[config.mk]
export PLATFORM = sky130hd
export DESIGN_NAME = lmbs_dev_flat
export DESIGN_NICKNAME = d
export VERILOG_FILES = /design/src/hdl/lmbs_pkg.sv /design/src/hdl/lmbs_if.sv /design/src/hdl/lmbs_dev.sv /design/src/flat_wrapper.sv
export VERILOG_INCLUDE_DIRS = /design/src /design/src/hdl
export SDC_FILE = /design/constraint.sdc
export NUM_CORES = 2
export LEC_CHECK = 0
export BUFFER_PORTS_ARGS = -buffer_cell sky130_fd_sc_hd__buf_4
export CORE_AREA = 2 2 251 253
export CTS_CLUSTER_DIAMETER = 80
export DETAILED_ROUTE_END_ITERATION = 10
export DIE_AREA = 0 0 253 255
export PLACE_DENSITY_LB_ADDON = 0.1
export SYNTH_ARGS = -nofsm -noshare
export SYNTH_HDL_FRONTEND = slang
export SYNTH_SLANG_ARGS = --single-unit
[constraint.sdc]
create_clock -name core_clk_in -period 4.31 [get_ports core_clk_in]
set_clock_uncertainty 0.2 [all_clocks]
set_input_delay 0 -clock core_clk_in [delete_from_list [all_inputs] [get_ports core_clk_in]]
set_output_delay 0 -clock core_clk_in [all_outputs]
set_load 0.01 [all_outputs]
[src/hdl/lmbs_map.svh]
// Purpose: Offsets, field positions, reset values and timing for the LED matrix block.
// Assumes: 8-bit registers on the link, core clock of 10 MHz.
// Notes: Definitions only.
`ifndef LMBS_MAP_SVH
`define LMBS_MAP_SVH
// ****************************************************************
// Device register map
// ****************************************************************
`define LMBS_CFG 8'h00
`define LMBS_GCC 8'h01
`define LMBS_TIME_FIRST 8'h02
`define LMBS_TIME_LAST 8'h0d
`define LMBS_COMMIT 8'h0e
`define LMBS_PULLUP 8'h0f
`define LMBS_PULLDOWN 8'h10
`define LMBS_RESET 8'h11
`define LMBS_OPEN_LO 8'h18
`define LMBS_OPEN_HI 8'h19
`define LMBS_SHORT_LO 8'h30
`define LMBS_SHORT_HI 8'h31
`define LMBS_PWM_BASE 8'h50
`define LMBS_MODE_BASE 8'h60
`define LMBS_ONOFF_LO 8'h70
`define LMBS_ONOFF_HI 8'h71
`define LMBS_COMMIT_KEY 8'h00
`define LMBS_REG_RESET 8'h00
// Configuration bits.
`define LMBS_CFG_SSD 0
`define LMBS_CFG_BEN 1
`define LMBS_CFG_DET 2
// ****************************************************************
// Timing
// ****************************************************************
`define LMBS_CLK_NS 100
`define LMBS_SLOT_NS 128000
`define LMBS_GAP_NS 8000
`define LMBS_BASE_TICKS 2100000
`define LMBS_DET_FRAMES 2'h2
// ****************************************************************
// Host register map and link timing
// ****************************************************************
`define LMBS_H_ADDR 3'h0
`define LMBS_H_WDATA 3'h1
`define LMBS_H_CTRL 3'h2
`define LMBS_H_STATUS 3'h3
`define LMBS_H_RDATA 3'h4
`define LMBS_LNK_HALF 3'h4
`endif

[src/hdl/lmbs_pkg.sv]
// Purpose: Types shared by both ends of the LED matrix link.
// Assumes: Nothing beyond SystemVerilog.
// Notes: Constants live in lmbs_map.svh.
package lmbs_pkg;
  typedef enum logic [2:0] {PH_RISE, PH_HOLD, PH_FALL, PH_OFF, PH_DONE} lmbs_phase_e;
  typedef enum logic [1:0] {HS_IDLE, HS_SETUP, HS_HIGH, HS_TAIL} lmbs_hstate_e;
  typedef logic [7:0] lmbs_byte_t;
endpackage

[src/hdl/lmbs_if.sv]
// Purpose: Link between host and LED matrix device.
// Assumes: Host makes the link clock; device samples every wire except lnk_rdata, which it drives.
// Notes: Host changes strobes, address and data while the link clock is low.
`timescale 1ns/100ps
`default_nettype none
interface lmbs_if;
  logic lnk_clk;
  logic lnk_wr;
  logic lnk_rd;
  logic [7:0] lnk_addr;
  logic [7:0] lnk_wdata;
  logic [7:0] lnk_rdata;
  modport dev (input lnk_clk, input lnk_wr, input lnk_rd, input lnk_addr, input lnk_wdata,
    output lnk_rdata);
  modport host (output lnk_clk, output lnk_wr, output lnk_rd, output lnk_addr,
    output lnk_wdata, input lnk_rdata);
endinterface
`default_nettype wire

[src/hdl/lmbs_dev.sv]
// Purpose: LED matrix device end: registers, scan, PWM, breath and fault capture.
// Assumes: Link wires and fault inputs come from other domains and are synchronised.
// Notes: Dot d sits on row d/4 and column d%4.
//
// Design decision made here: strobed register access.
`include "lmbs_map.svh"
`timescale 1ns/100ps
`default_nettype none
module lmbs_dev #(
  parameter int BASE_TICKS = `LMBS_BASE_TICKS
) (
  input wire logic core_clk_in, // Core clock.
  input wire logic rst_n_in, // Asynchronous reset, active low.
  lmbs_if.dev lnk, // Link to the host.
  input wire logic [11:0] dot_open_in, // Open sense per dot.
  input wire logic [11:0] dot_short_in, // Short sense per dot.
  output logic [2:0] row_switch_out, // Row switch on, active high.
  output logic [3:0] column_source_out, // Column source on.
  output logic [7:0] global_current_value_out, // Column current scale.
  output logic [2:0] row_pullup_code_out, // Row pull-up selection.
  output logic [2:0] row_pullup_en_out, // Row pull-up connected.
  output logic [2:0] column_pulldown_code_out, // Column pull-down selection.
  output logic [3:0] column_pulldown_en_out // Column pull-down connected.
);
  localparam logic [10:0] SLOT_CYC = 11'(`LMBS_SLOT_NS / `LMBS_CLK_NS);
  localparam logic [10:0] GAP_CYC = 11'(`LMBS_GAP_NS / `LMBS_CLK_NS);
  localparam logic [11:0] UNIT_CYC = 12'(BASE_TICKS / 1024);

  function automatic logic dot_hit(input logic [7:0] a, input logic [7:0] base);
    dot_hit = (a[7:4] == base[7:4]) && (a[3:0] < 4'hc);
  endfunction

  // ****************************************************************
  // Link synchroniser
  // ****************************************************************
  logic [18:0] ls1_r, ls2_r;
  logic [23:0] fs1_r, fs2_r;
  logic lclk3_r;
  always_ff @(posedge core_clk_in or negedge rst_n_in) begin
    if (!rst_n_in) begin
      ls1_r <= '0;
      ls2_r <= '0;
      fs1_r <= '0;
      fs2_r <= '0;
      lclk3_r <= 1'b0;
    end else begin
      ls1_r <= {lnk.lnk_clk, lnk.lnk_wr, lnk.lnk_rd, lnk.lnk_addr, lnk.lnk_wdata};
      ls2_r <= ls1_r;
      fs1_r <= {dot_short_in, dot_open_in};
      fs2_r <= fs1_r;
      lclk3_r <= ls2_r[18];
    end
  end
  logic lnk_edge, do_wr, do_rd;
  logic [7:0] la, ld;
  assign lnk_edge = ls2_r[18] && !lclk3_r;
  assign do_wr = lnk_edge && ls2_r[17];
  assign do_rd = lnk_edge && ls2_r[16];
  assign la = ls2_r[15:8];
  assign ld = ls2_r[7:0];

  // ****************************************************************
  // Registers
  // ****************************************************************
  logic [2:0] cfg_r, cfg_nxt;
  logic [7:0] gcc_r, gcc_nxt, rdata_r, rdata_nxt;
  logic [7:0] shadow_r [12], shadow_nxt [12], act_r [12], act_nxt [12];
  logic [7:0] pwm_r [12], pwm_nxt [12];
  logic [1:0] mode_r [12], mode_nxt [12];
  logic [2:0] pu_r, pu_nxt, pd_r, pd_nxt;
  logic [11:0] onoff_r, onoff_nxt, open_r, open_nxt, short_r, short_nxt;
  logic det_fire, restart;
  always_comb begin
    cfg_nxt = cfg_r;
    gcc_nxt = gcc_r;
    shadow_nxt = shadow_r;
    act_nxt = act_r;
    pwm_nxt = pwm_r;
    mode_nxt = mode_r;
    pu_nxt = pu_r;
    pd_nxt = pd_r;
    onoff_nxt = onoff_r;
    open_nxt = open_r;
    short_nxt = short_r;
    rdata_nxt = rdata_r;
    if (det_fire) begin
      open_nxt = (open_r & ~onoff_r) | (fs2_r[11:0] & onoff_r);
      short_nxt = (short_r & ~onoff_r) | (fs2_r[23:12] & onoff_r);
    end
    if (do_wr) begin
      if (la >= `LMBS_TIME_FIRST && la <= `LMBS_TIME_LAST)
        shadow_nxt[4'(la - `LMBS_TIME_FIRST)] = ld;
      else if (dot_hit(la, `LMBS_PWM_BASE))
        pwm_nxt[la[3:0]] = ld;
      else if (dot_hit(la, `LMBS_MODE_BASE))
        mode_nxt[la[3:0]] = ld[1:0];
      else begin
        case (la)
          `LMBS_CFG: cfg_nxt = ld[2:0];
          `LMBS_GCC: gcc_nxt = ld;
          `LMBS_COMMIT: if (ld == `LMBS_COMMIT_KEY) act_nxt = shadow_r;
          `LMBS_PULLUP: pu_nxt = ld[2:0];
          `LMBS_PULLDOWN: pd_nxt = ld[2:0];
          `LMBS_ONOFF_LO: onoff_nxt[7:0] = ld;
          `LMBS_ONOFF_HI: onoff_nxt[11:8] = ld[3:0];
          default: ;
        endcase
      end
    end
    if (do_rd) begin
      if (dot_hit(la, `LMBS_PWM_BASE))
        rdata_nxt = pwm_r[la[3:0]];
      else if (dot_hit(la, `LMBS_MODE_BASE))
        rdata_nxt = {6'h00, mode_r[la[3:0]]};
      else begin
        case (la)
          `LMBS_CFG: rdata_nxt = {5'h00, cfg_r};
          `LMBS_GCC: rdata_nxt = gcc_r;
          `LMBS_OPEN_LO: rdata_nxt = open_r[7:0];
          `LMBS_OPEN_HI: rdata_nxt = {4'h0, open_r[11:8]};
          `LMBS_SHORT_LO: rdata_nxt = short_r[7:0];
          `LMBS_SHORT_HI: rdata_nxt = {4'h0, short_r[11:8]};
          `LMBS_ONOFF_LO: rdata_nxt = onoff_r[7:0];
          `LMBS_ONOFF_HI: rdata_nxt = {4'h0, onoff_r[11:8]};
          default: rdata_nxt = 8'h00;
        endcase
      end
      if (la == `LMBS_RESET) begin
        cfg_nxt = '0;
        gcc_nxt = `LMBS_REG_RESET;
        pu_nxt = '0;
        pd_nxt = '0;
        onoff_nxt = '0;
        open_nxt = '0;
        short_nxt = '0;
        for (int i = 0; i < 12; i++) begin
          shadow_nxt[i] = `LMBS_REG_RESET;
          act_nxt[i] = `LMBS_REG_RESET;
          pwm_nxt[i] = `LMBS_REG_RESET;
          mode_nxt[i] = 2'h0;
        end
      end
    end
  end
  always_ff @(posedge core_clk_in or negedge rst_n_in) begin
    if (!rst_n_in) begin
      cfg_r <= '0;
      gcc_r <= `LMBS_REG_RESET;
      pu_r <= '0;
      pd_r <= '0;
      onoff_r <= '0;
      open_r <= '0;
      short_r <= '0;
      rdata_r <= 8'h00;
      for (int i = 0; i < 12; i++) begin
        shadow_r[i] <= `LMBS_REG_RESET;
        act_r[i] <= `LMBS_REG_RESET;
        pwm_r[i] <= `LMBS_REG_RESET;
        mode_r[i] <= 2'h0;
      end
    end else begin
      cfg_r <= cfg_nxt;
      gcc_r <= gcc_nxt;
      shadow_r <= shadow_nxt;
      act_r <= act_nxt;
      pwm_r <= pwm_nxt;
      mode_r <= mode_nxt;
      pu_r <= pu_nxt;
      pd_r <= pd_nxt;
      onoff_r <= onoff_nxt;
      open_r <= open_nxt;
      short_r <= short_nxt;
      rdata_r <= rdata_nxt;
    end
  end
  assign lnk.lnk_rdata = rdata_r;

  // ****************************************************************
  // Row scan, breath tick and detection control
  // ****************************************************************
  logic [1:0] row_r, row_nxt, dfr_r, dfr_nxt;
  logic [10:0] scnt_r, scnt_nxt;
  logic gap_r, gap_nxt, trig_r, trig_nxt, busy_r, busy_nxt, ben_r, ben_nxt;
  logic cmt_r, cmt_nxt;
  logic [11:0] ucnt_r, ucnt_nxt;
  logic tick;
  always_comb begin
    row_nxt = row_r;
    gap_nxt = gap_r;
    scnt_nxt = scnt_r + 11'h001;
    dfr_nxt = dfr_r;
    busy_nxt = busy_r;
    trig_nxt = cfg_r[`LMBS_CFG_DET];
    ben_nxt = cfg_r[`LMBS_CFG_BEN];
    cmt_nxt = do_wr && la == `LMBS_COMMIT && ld == `LMBS_COMMIT_KEY;
    ucnt_nxt = (ucnt_r + 12'h001 >= UNIT_CYC) ? 12'h000 : ucnt_r + 12'h001;
    det_fire = 1'b0;
    if (!gap_r && scnt_nxt == SLOT_CYC) begin
      gap_nxt = 1'b1;
      scnt_nxt = 11'h000;
    end else if (gap_r && scnt_nxt == GAP_CYC) begin
      gap_nxt = 1'b0;
      scnt_nxt = 11'h000;
      row_nxt = (row_r == 2'h2) ? 2'h0 : row_r + 2'h1;
      if (busy_r && row_r == 2'h2) begin
        dfr_nxt = dfr_r + 2'h1;
        if (dfr_nxt == `LMBS_DET_FRAMES) begin
          busy_nxt = 1'b0;
          det_fire = 1'b1;
        end
      end
    end
    if (cfg_r[`LMBS_CFG_DET] && !trig_r) begin
      busy_nxt = 1'b1;
      dfr_nxt = 2'h0;
    end
  end
  assign tick = (ucnt_r == 12'h000);
  // Restart one cycle after a commit, so that the new start phase is already active.
  assign restart = !ben_r || cmt_r;
  always_ff @(posedge core_clk_in or negedge rst_n_in) begin
    if (!rst_n_in) begin
      row_r <= 2'h0;
      gap_r <= 1'b0;
      scnt_r <= 11'h000;
      dfr_r <= 2'h0;
      busy_r <= 1'b0;
      trig_r <= 1'b0;
      ben_r <= 1'b0;
      cmt_r <= 1'b0;
      ucnt_r <= 12'h000;
    end else begin
      row_r <= row_nxt;
      gap_r <= gap_nxt;
      scnt_r <= scnt_nxt;
      dfr_r <= dfr_nxt;
      busy_r <= busy_nxt;
      trig_r <= trig_nxt;
      ben_r <= ben_nxt;
      cmt_r <= cmt_nxt;
      ucnt_r <= ucnt_nxt;
    end
  end

  // ****************************************************************
  // Breath profiles
  // ****************************************************************
  logic [9:0] lvl [3];
  for (genvar p = 0; p < 3; p++) begin : g_breath
    lmbs_pkg::lmbs_phase_e ph_r, ph_nxt;
    logic [19:0] cnt_r, cnt_nxt, len;
    logic [11:0] loop_r, loop_nxt, total;
    logic fin_r, fin_nxt;
    logic [2:0] rc, fc;
    logic [3:0] hc, oc;
    assign rc = act_r[p*4][7:5];
    assign hc = act_r[p*4][4:1];
    assign fc = act_r[p*4+1][7:5];
    assign oc = act_r[p*4+1][4:1];
    assign total = {act_r[p*4+2][3:0], act_r[p*4+3]};
    always_comb begin
      ph_nxt = ph_r;
      cnt_nxt = cnt_r;
      loop_nxt = loop_r;
      fin_nxt = fin_r;
      case (ph_r)
        lmbs_pkg::PH_RISE: len = 20'h00400 << rc;
        lmbs_pkg::PH_FALL: len = 20'h00400 << fc;
        lmbs_pkg::PH_HOLD: len = (hc == 4'h0) ? 20'h00000 : 20'h00400 << (hc - 4'h1);
        lmbs_pkg::PH_OFF: len = (oc == 4'h0) ? 20'h00000 : 20'h00400 << (oc - 4'h1);
        default: len = 20'h00000;
      endcase
      if (restart) begin
        cnt_nxt = 20'h00000;
        loop_nxt = 12'h000;
        fin_nxt = 1'b0;
        case (act_r[p*4+2][5:4])
          2'h0: ph_nxt = lmbs_pkg::PH_RISE;
          2'h1: ph_nxt = lmbs_pkg::PH_HOLD;
          2'h2: ph_nxt = lmbs_pkg::PH_FALL;
          default: ph_nxt = lmbs_pkg::PH_OFF;
        endcase
      end else if (tick && ph_r != lmbs_pkg::PH_DONE) begin
        cnt_nxt = cnt_r + 20'h00001;
        if (cnt_nxt >= len) begin
          cnt_nxt = 20'h00000;
          case (ph_r)
            lmbs_pkg::PH_RISE: ph_nxt = fin_r ? lmbs_pkg::PH_DONE : lmbs_pkg::PH_HOLD;
            lmbs_pkg::PH_HOLD: ph_nxt = lmbs_pkg::PH_FALL;
            lmbs_pkg::PH_FALL: begin
              loop_nxt = loop_r + 12'h001;
              ph_nxt = lmbs_pkg::PH_OFF;
              if (total != 12'h000 && loop_nxt == total) begin
                if (act_r[p*4+2][7:6] == 2'h0) ph_nxt = lmbs_pkg::PH_DONE;
                else fin_nxt = 1'b1;
              end
            end
            default: ph_nxt = lmbs_pkg::PH_RISE;
          endcase
        end
      end
    end
    always_ff @(posedge core_clk_in or negedge rst_n_in) begin
      if (!rst_n_in) begin
        ph_r <= lmbs_pkg::PH_RISE;
        cnt_r <= 20'h00000;
        loop_r <= 12'h000;
        fin_r <= 1'b0;
      end else begin
        ph_r <= ph_nxt;
        cnt_r <= cnt_nxt;
        loop_r <= loop_nxt;
        fin_r <= fin_nxt;
      end
    end
    always_comb begin
      case (ph_r)
        lmbs_pkg::PH_RISE: lvl[p] = 10'(cnt_r >> rc);
        lmbs_pkg::PH_HOLD: lvl[p] = 10'h3ff;
        lmbs_pkg::PH_FALL: lvl[p] = 10'h3ff - 10'(cnt_r >> fc);
        lmbs_pkg::PH_DONE: lvl[p] = fin_r ? 10'h3ff : 10'h000;
        default: lvl[p] = 10'h000;
      endcase
    end
  end

  // ****************************************************************
  // Matrix drive
  // ****************************************************************
  logic [2:0] rsw_r, rsw_nxt, rpu_r, rpu_nxt;
  logic [3:0] col_r, col_nxt, cpd_r, cpd_nxt;
  logic run;
  assign run = cfg_r[`LMBS_CFG_SSD] && !gap_r;
  for (genvar c = 0; c < 4; c++) begin : g_col
    logic [3:0] d;
    logic [9:0] lv;
    assign d = 4'(row_r * 4 + c);
    always_comb begin
      if (cfg_r[`LMBS_CFG_BEN] && mode_r[d] != 2'h0)
        lv = lvl[mode_r[d] - 2'h1];
      else
        lv = {pwm_r[d], pwm_r[d][7:6]};
      col_nxt[c] = run && onoff_r[d] && ({1'b0, lv} > scnt_r);
      cpd_nxt[c] = (pd_r != 3'h0) && !col_nxt[c];
    end
  end
  always_comb begin
    for (int r = 0; r < 3; r++) begin
      rsw_nxt[r] = run && (row_r == 2'(r));
      rpu_nxt[r] = (pu_r != 3'h0) && !rsw_nxt[r];
    end
  end
  always_ff @(posedge core_clk_in or negedge rst_n_in) begin
    if (!rst_n_in) begin
      rsw_r <= 3'h0;
      rpu_r <= 3'h0;
      col_r <= 4'h0;
      cpd_r <= 4'h0;
    end else begin
      rsw_r <= rsw_nxt;
      rpu_r <= rpu_nxt;
      col_r <= col_nxt;
      cpd_r <= cpd_nxt;
    end
  end
  assign row_switch_out = rsw_r;
  assign column_source_out = col_r;
  assign global_current_value_out = gcc_r;
  assign row_pullup_code_out = pu_r;
  assign row_pullup_en_out = rpu_r;
  assign column_pulldown_code_out = pd_r;
  assign column_pulldown_en_out = cpd_r;
endmodule // lmbs_dev
`default_nettype wire

[src/flat_wrapper.sv]
// flat-port wrapper written by rule: the top's interface ports become plain ports
module lmbs_dev_flat 
#(
  parameter int BASE_TICKS = `LMBS_BASE_TICKS
)
  (core_clk_in, rst_n_in, dot_open_in, dot_short_in, row_switch_out, column_source_out, global_current_value_out, row_pullup_code_out, row_pullup_en_out, column_pulldown_code_out, column_pulldown_en_out, lnk_lnk_clk, lnk_lnk_wr, lnk_lnk_rd, lnk_lnk_addr, lnk_lnk_wdata, lnk_lnk_rdata);
  lmbs_if lnk_i ();
  input wire logic core_clk_in;
  input wire logic rst_n_in;
  input wire logic [11:0] dot_open_in;
  input wire logic [11:0] dot_short_in;
  output logic [2:0] row_switch_out;
  output logic [3:0] column_source_out;
  output logic [7:0] global_current_value_out;
  output logic [2:0] row_pullup_code_out;
  output logic [2:0] row_pullup_en_out;
  output logic [2:0] column_pulldown_code_out;
  output logic [3:0] column_pulldown_en_out;
  input wire logic [$bits(lnk_i.lnk_clk)-1:0] lnk_lnk_clk;
  input wire logic [$bits(lnk_i.lnk_wr)-1:0] lnk_lnk_wr;
  input wire logic [$bits(lnk_i.lnk_rd)-1:0] lnk_lnk_rd;
  input wire logic [$bits(lnk_i.lnk_addr)-1:0] lnk_lnk_addr;
  input wire logic [$bits(lnk_i.lnk_wdata)-1:0] lnk_lnk_wdata;
  output wire logic [$bits(lnk_i.lnk_rdata)-1:0] lnk_lnk_rdata;
  assign lnk_i.lnk_clk = lnk_lnk_clk;
  assign lnk_i.lnk_wr = lnk_lnk_wr;
  assign lnk_i.lnk_rd = lnk_lnk_rd;
  assign lnk_i.lnk_addr = lnk_lnk_addr;
  assign lnk_i.lnk_wdata = lnk_lnk_wdata;
  assign lnk_lnk_rdata = lnk_i.lnk_rdata;
  lmbs_dev #(.BASE_TICKS(BASE_TICKS)) u_core (.core_clk_in(core_clk_in), .rst_n_in(rst_n_in), .lnk(lnk_i), .dot_open_in(dot_open_in), .dot_short_in(dot_short_in), .row_switch_out(row_switch_out), .column_source_out(column_source_out), .global_current_value_out(global_current_value_out), .row_pullup_code_out(row_pullup_code_out), .row_pullup_en_out(row_pullup_en_out), .column_pulldown_code_out(column_pulldown_code_out), .column_pulldown_en_out(column_pulldown_en_out));
endmodule
**Word-level counts from Yosys, hierarchy flattened**

Index checks and enable logic that the tools add are counted.

- Register bits after elaboration: 614
- Input bits: 45
- Output and inout bits: 36
- Word-level logic and storage cells: 561

- Add/sub/neg operators: 27
- Order comparisons: 27
- Equality and inequality tests: 46
- Shift operators: 18
- Muxes and demuxes: 228
- Bitwise logic cells: 18
- Reduce and logical (&&, ||, !) cells: 111

Operators with widths:

| kind | count |
|---|---|
| 96-bit two-way mux | 17 |
| 12-bit two-way mux | 25 |
| 20-bit two-way mux | 15 |
| 20-bit case mux with 4 select lines | 3 |
| 96-bit bitwise mux | 2 |
| 8-bit two-way mux | 22 |
| 8-bit binary-select mux with 4-bit select | 5 |
| 10-bit two-way mux | 15 |
| 24-bit two-way mux | 6 |
| 10-bit case mux with 4 select lines | 3 |
| 11-bit by 3-bit left shift with 20-bit output (first input constant) | 6 |
| 11-bit by 4-bit left shift with 20-bit output (first input constant) | 6 |
| 20-bit by 3-bit >> shifter with 10-bit output | 6 |
| 3-bit two-way mux | 39 |
| 10-bit binary-select mux with 2-bit select | 4 |
| 8-bit demux with 4-bit select | 2 |
| 8-bit case mux with 8 select lines | 1 |
| 20-bit by 1-bit adder with 20-bit output (second input constant) | 3 |
| 20-bit >= comparator | 3 |
| 12-bit by 1-bit adder with 12-bit output (second input constant) | 4 |
| 12-bit bitwise AND | 4 |
| 10-bit by 11-bit > comparator with 1-bit output | 4 |
| 1-bit logical AND | 43 |
| 2-bit binary-select mux with 4-bit select | 5 |
| other kinds (62) | 232 |

**Longest topological paths before layout**

- Word-level depth: 15
- Gate-level depth with buffers: 20
- Depth with buffers taken out: 18

**Worst setup path after synthesis**

OpenSTA, ideal clock, no wires.

- Path type: register to register
- From: register u_core.row_r[1]
- To: register u_core.cpd_r[2], in the netlist u_core.column_pulldown_en_out[2]
- Library setup time: 0.154 ns
- Arrival time: 3.843 ns
- Required time: 3.956 ns
- Slack: 0.114 ns
- Cell stages (with the launch flop): 18
- Path buffers: 3
- Period minus slack after synthesis: 4.196 ns
- Cells stage by stage: dfrtp_1 > clkbuf_1 > clkbuf_1 > buf_1 > mux2i_1 > nor2_1 > a21oi_1 > ha_1 > nand2b_1 > nor2_1 > nand2_1 > o221ai_1 > ha_1 > and3_1 > a2111oi_0 > nand2_1 > a21oi_1 > a211oi_1

- Word-level cells in the longest chain between the ends: 15
- Elaborated cells between the ends (all ways): 23
- Classes of those cells: 2 x add/sub; 1 x order compare; 12 x mux; 2 x bitwise; 6 x reduce/logical

RTL lines:

| what | line | text |
|---|---|---|
| start: declaration | lmbs_dev.sv:181 | `logic [1:0] row_r, row_nxt, dfr_r, dfr_nxt;` |
| start signal: assignment | lmbs_dev.sv:233 | `row_r <= row_nxt;` |
| 4-bit by 2-bit adder with 4-bit output (*) | lmbs_dev.sv:337 | `assign d = 4'(row_r * 4 + c);` |
| 4-bit inverter with 5-bit output (not written as such) | lmbs_dev.sv:339, lmbs_dev.sv:340, lmbs_dev.sv:342 |  |
| 2-bit binary-select mux with 4-bit select | lmbs_dev.sv:339, lmbs_dev.sv:340 |  |
| 2-bit two-way mux (not written as such) (2 in series) | lmbs_dev.sv:339, lmbs_dev.sv:340 |  |
| 2-bit by 1-bit subtractor with 2-bit output | lmbs_dev.sv:340 | `lv = lvl[mode_r[d] - 2'h1];` |
| 2-bit inverter with 3-bit output (not written as such) | lmbs_dev.sv:340 |  |
| 10-bit binary-select mux with 2-bit select | lmbs_dev.sv:340 |  |
| 10-bit two-way mux (not written as such) (2 in series) | lmbs_dev.sv:340 |  |
| 10-bit two-way mux | lmbs_dev.sv:339 | `` if (cfg_r[`LMBS_CFG_BEN] && mode_r[d] != 2'h0) `` |
| 10-bit by 11-bit > comparator with 1-bit output | lmbs_dev.sv:343 | `col_nxt[c] = run && onoff_r[d] && ({1'b0, lv} > scnt_r);` |
| 1-bit logical AND (*) | lmbs_dev.sv:343 |  |
| 1-bit zero test (*) | lmbs_dev.sv:344 | `cpd_nxt[c] = (pd_r != 3'h0) && !col_nxt[c];` |
| 1-bit logical AND (*) | lmbs_dev.sv:344 |  |
| named net u_core.cpd_nxt[2] | lmbs_dev.sv:331 | `logic [3:0] col_r, col_nxt, cpd_r, cpd_nxt;` |
| end signal: assignment | lmbs_dev.sv:363 | `cpd_r <= cpd_nxt;` |
| end: declaration | lmbs_dev.sv:331 |  |

Mark *: on every way through the listed nets, which the timed path passes. The rest lies on a longest branch. The select of a mux whose other input is x is not followed.
A chain may end at the register's enable or synchronous reset.

**Final worst setup path**

- From: register u_core.act_r[54] (netlist name)
- To: register u_core.cpd_r[2], in the netlist u_core.column_pulldown_en_out[2]

- Word-level cells in the longest chain between the ends: 11

RTL lines:

| what | line | text |
|---|---|---|
| start: declaration | lmbs_dev.sv:67 | `logic [7:0] shadow_r [12], shadow_nxt [12], act_r [12], act_nxt [12];` |
| start signal: indexed assignment | lmbs_dev.sv:157 | `` act_r[i] <= `LMBS_REG_RESET; `` |
| start signal: assignment | lmbs_dev.sv:165 | `act_r <= act_nxt;` |
| 20-bit by 3-bit >> shifter with 10-bit output | lmbs_dev.sv:320 | `lmbs_pkg::PH_FALL: lvl[p] = 10'h3ff - 10'(cnt_r >> fc);` |
| 10-bit subtractor | lmbs_dev.sv:320 |  |
| 10-bit case mux with 4 select lines | lmbs_dev.sv:317 | `case (ph_r)` |
| 10-bit binary-select mux with 2-bit select | lmbs_dev.sv:340 |  |
| 10-bit two-way mux (not written as such) (2 in series) | lmbs_dev.sv:340 |  |
| 10-bit two-way mux | lmbs_dev.sv:339 |  |
| 10-bit by 11-bit > comparator with 1-bit output | lmbs_dev.sv:343 |  |
| 1-bit logical AND | lmbs_dev.sv:343 |  |
| 1-bit zero test | lmbs_dev.sv:344 |  |
| 1-bit logical AND | lmbs_dev.sv:344 |  |
| named net u_core.cpd_nxt[2] | lmbs_dev.sv:331 |  |

The timed path passes the listed nets, and every way through them passes these cells. The select of a mux whose other input is x is not followed.

==> results.cfg <==
[route]
route.detailed.drc = 0
wl_per_cell_um = 22.8
detailroute.wirelength.met3_um = 7200
detailedRoute.firstIterationViolations = 3336
first_pass_iters = 7
drt-met1-wl_um = 45800
top_signal_layer_used = met5
drtAntennaViolNets = 0
detail_route.wirelength_um = 109000
dr_wl_met2_um = 51000
post_drt_via_cell_ratio = 6.38
route.vias.total = 30500

[timing]
final_cycle_share_pct = 95.0
max_clock_freq_mhz = 244
report.final.hold_viol_count = 0
finalSetupTns_ns = 0
timing.final.max_slew_violations = 0
period_minus_slack_ns = 4.09
slew_headroom_pct = 20.8
setup_viol_count_final = 0
slew_at_the_pin_closest_to_its_max_slew_limit_ns = 1.18

[die]
fp.dieArea_sq_um = 64500
floorplan.die.width_um = 253
die_h_um = 255
floorplan.initialDensity_pct = 57.2
core-area_sq_um = 62200
floorplan.io_pins = 81
rows = 92

[cts]
clock_sink_count = 602
cts_tree = built
number_of_clock_buffers_inserted_by_tritoncts = 68
clock_tree.root_cell = clkbuf_16
clock_tree.htree_level_count = 3
clock_buffer_depth = 3
clkLatencyLatePin_ns = 0.64
clk_transition_reported_paths_ns = 0.07

[synth]
netlist.area_leader.share_pct = 42.3
synthFlopType = dfrtp_1
postSynthRegisterBits = 602
synth-warning-count = 0
ys_async_sr_fraction_pct = 100
synth_fp_nets = 3966
synthTopCellsByArea = dfrtp_1, mux2i_1, nand2_1
yosys-top-cells-count = dfrtp_1, nand2_1, nor2_1
synth_seq_area_share_pct = 42.3
post-synth-top-area-cell = dfrtp_1
synth.distinct_cells = 84
syn_area_per_cell_sq_um = 9.29
synth.most_common_cell = dfrtp_1
synth-edff-count = 0
syn-instance-count = 3831
syn_area_sq_um = 35600

[power_and_ir_drop]
finalPower_mw = 12.2
power.density_cell_area_nw_per_um2 = 301
power_leakage_nw = 18.2
irDropWorstVdd_v = 0.000406

[final_layout]
fillers = 4994
stdcell_area_sq_um = 40500
layout-area-overhead-vs-synth_pct = 13.8
drive_gt1_share_pct = 12.9
final_net_count = 4067
post_layout_nonfiller_instances = 4784

[worst_setup_path]
cpMaxStageDelayCell = dfrtp_1
worst-setup-path-type = reg -> reg
path_delay_family = compound AO/OA/AOI/OAI gates
timing.critical_path.cells = buf_4 > mux2_2 > mux4_2 > o22ai_1 > nor2_1 > nand2_1 > o21ai_0 > o221ai_1 > ha_1 > nand4_1 > nor2_1 > a2111oi_0 > buf_4 > nand2_1 > a21oi_1 > a211oi_1
timing.critical_path.from_type = flip-flop
worst_setup_path_end_kind = flip-flop
timing.critical_path.buf_inv = 2
timing.critical_path.arrival_ns = 4.33
path_max_fanout = 10
critical-path-max-stage-delay_ns = 0.54
timing.critical_path.required_ns = 4.55

[place]
numPlacedInstances = 4572
io_buffer_count = 80
placement.cell_area_sq_um = 37300
finalWeightedCongestion = 0.996
dp_hpwl_um = 74800

[status]
outcome = complete, no violations

[global_routing]
first_global_vias = 29800
antenna_found_initial = 3
global_route_wire_length_before_repair_um = 171000
grt_start_max_net_pins = 112
grt_use_total_pct = 33.9
grt_overflow_total = 0

[job]
drv_cap = 0

[hold_path]
holdCritPathClass = reg -> reg
registers in the layout, indices dropped and copies added (netlist names), 19 cells and up:
signal                  cells
u_core.g_breath.cnt_r      60
u_core.pwm_r               96
u_core.act_r               90
u_core.g_breath.loop_r     36
u_core.mode_r              24
u_core.ls2_r               19
u_core.ls1_r               19
u_core.shadow_r            90
u_core.fs1_r               24
u_core.fs2_r               24
cell families (layout without fill, tap and decap cells):
logic type	after synthesis	after routing	share of synthesized area, %
AO/OA/AOI/OAI	787	787	13.7
AND/OR/NAND/NOR	1470	1470	19.2
buffers and inverters	352	505	3.87
multiplexers	430	430	15.3
other	0	1	0
XOR/XNOR	100	100	2.46
flip-flops	602	602	42.3
adder cells (fa/ha/maj)	90	90	3.16
layout by cell type, fill, tap and decap left out, types with 13 or more instances in the layout:
master	instances
mux4_2	87
a221oi_1	21
a211oi_1	23
mux2i_1	309
buf_4	213
a21o_1	14
clkbuf_16	68
xor2_1	51
o211ai_1	13
nand4_1	39
a21oi_1	239
and2_1	21
a31oi_1	27
o22ai_1	24
nand2b_1	27
ha_1	90
nor3_1	73
o21a_1	33
and3_1	31
nor2b_1	39
nand3_1	151
nor2_1	405
xnor2_1	48
nor4_1	24
o221ai_1	27
or3_1	16
nand2_1	535
dlygate4sd3_1	88
nand3b_1	13
o21ai_0	231
inv_1	67
a22oi_1	15
o31ai_1	34
dfrtp_1	593
clkbuf_1	13
nor3b_1	13
mux2_2	34
a22o_1	14
worst register-to-register path: stages (launching register included):
cell,delay [ns]
dfrtp_1,0.54
buf_4,0.25
mux2_2,0.37
mux4_2,0.48
o22ai_1,0.16
nor2_1,0.15
nand2_1,0.08
o21ai_0,0.08
o221ai_1,0.32
ha_1,0.32
nand4_1,0.11
nor2_1,0.06
a2111oi_0,0.40
buf_4,0.19
nand2_1,0.05
a21oi_1,0.12
a211oi_1,0.07
final cells by class:
cell class                      instances  area (sq um)  share of cell area, %
Clock buffer                           93          1920                   4.73
Clock inverter                         29           307                  0.757
Antenna cell                            1          2.50                0.00618
Sequential cell                       602         15100                   37.2
Inverter                               69           259                  0.640
Timing Repair Buffer                  314          2740                   6.77
Tap cell                              799          1000                   2.47
Multi-Input combinational cell       2877         19200                   47.4
report_power, final:
group / total [mW] / leakage, nW / switching, mW / internal (mW)
combinational: 0.618 / 8.99 / 0.401 / 0.216
sequential: 5.79 / 8.16 / 0.0604 / 5.73
clock: 5.78 / 1.08 / 2.49 / 3.29
metrics by stage:
step	utilization [%]	hold WS [ns]	setup WS, ns
2_1_floorplan	-	-0.496	0.114
3_3_place_gp	60.0	-0.0899	0.246
3_5_place_dp	60.0	-0.0894	0.110
4_1_cts	65.1	0.150	0.0206
5_1_grt	65.1	0.156	-0.00264
6_report	65.1	0.144	0.217
path summary, 6_finish.rpt:
| check | startpoint | end | slack (ns) | depth (start not counted) |
|---|---|---|---|---|
| setup / recovery | u_core.act_r[54]$_DFF_PN0_ | u_core.column_pulldown_en_out[2]$_DFF_PN0_ | 0.22 | 16 |
| hold / removal | u_core.fs1_r[8]$_DFF_PN0_ | u_core.fs2_r[8]$_DFF_PN0_ | 0.14 | 0 |
| setup reg to reg | u_core.act_r[54]$_DFF_PN0_ | u_core.column_pulldown_en_out[2]$_DFF_PN0_ | 0.22 | 16 |
| hold reg to reg | u_core.fs1_r[8]$_DFF_PN0_ | u_core.fs2_r[8]$_DFF_PN0_ | 0.14 | 0 |
| max in group asynchronous | rst_n_in | u_core.fs2_r[6]$_DFF_PN0_ | 2.83 | 4 |
| min in group asynchronous | rst_n_in | u_core.ucnt_r[7]$_DFF_PN0_ | 0.46 | 4 |
what timing repair did:
action,CTS,global route
endpoints found under the hold margin,327,0
endpoints found under the setup margin,0,41
gates resized for setup,0,12
setup buffers,0,0
hold buffers,89,0
per-layer routing:
layer	vias to the layer above	track usage, %
met5	-	0
met4	2	15.4
met3	276	5.41
met2	1287	54.4
met1	15000	45.8
li1	13900	-
Note: power is estimated with default switching activity, not from simulation.
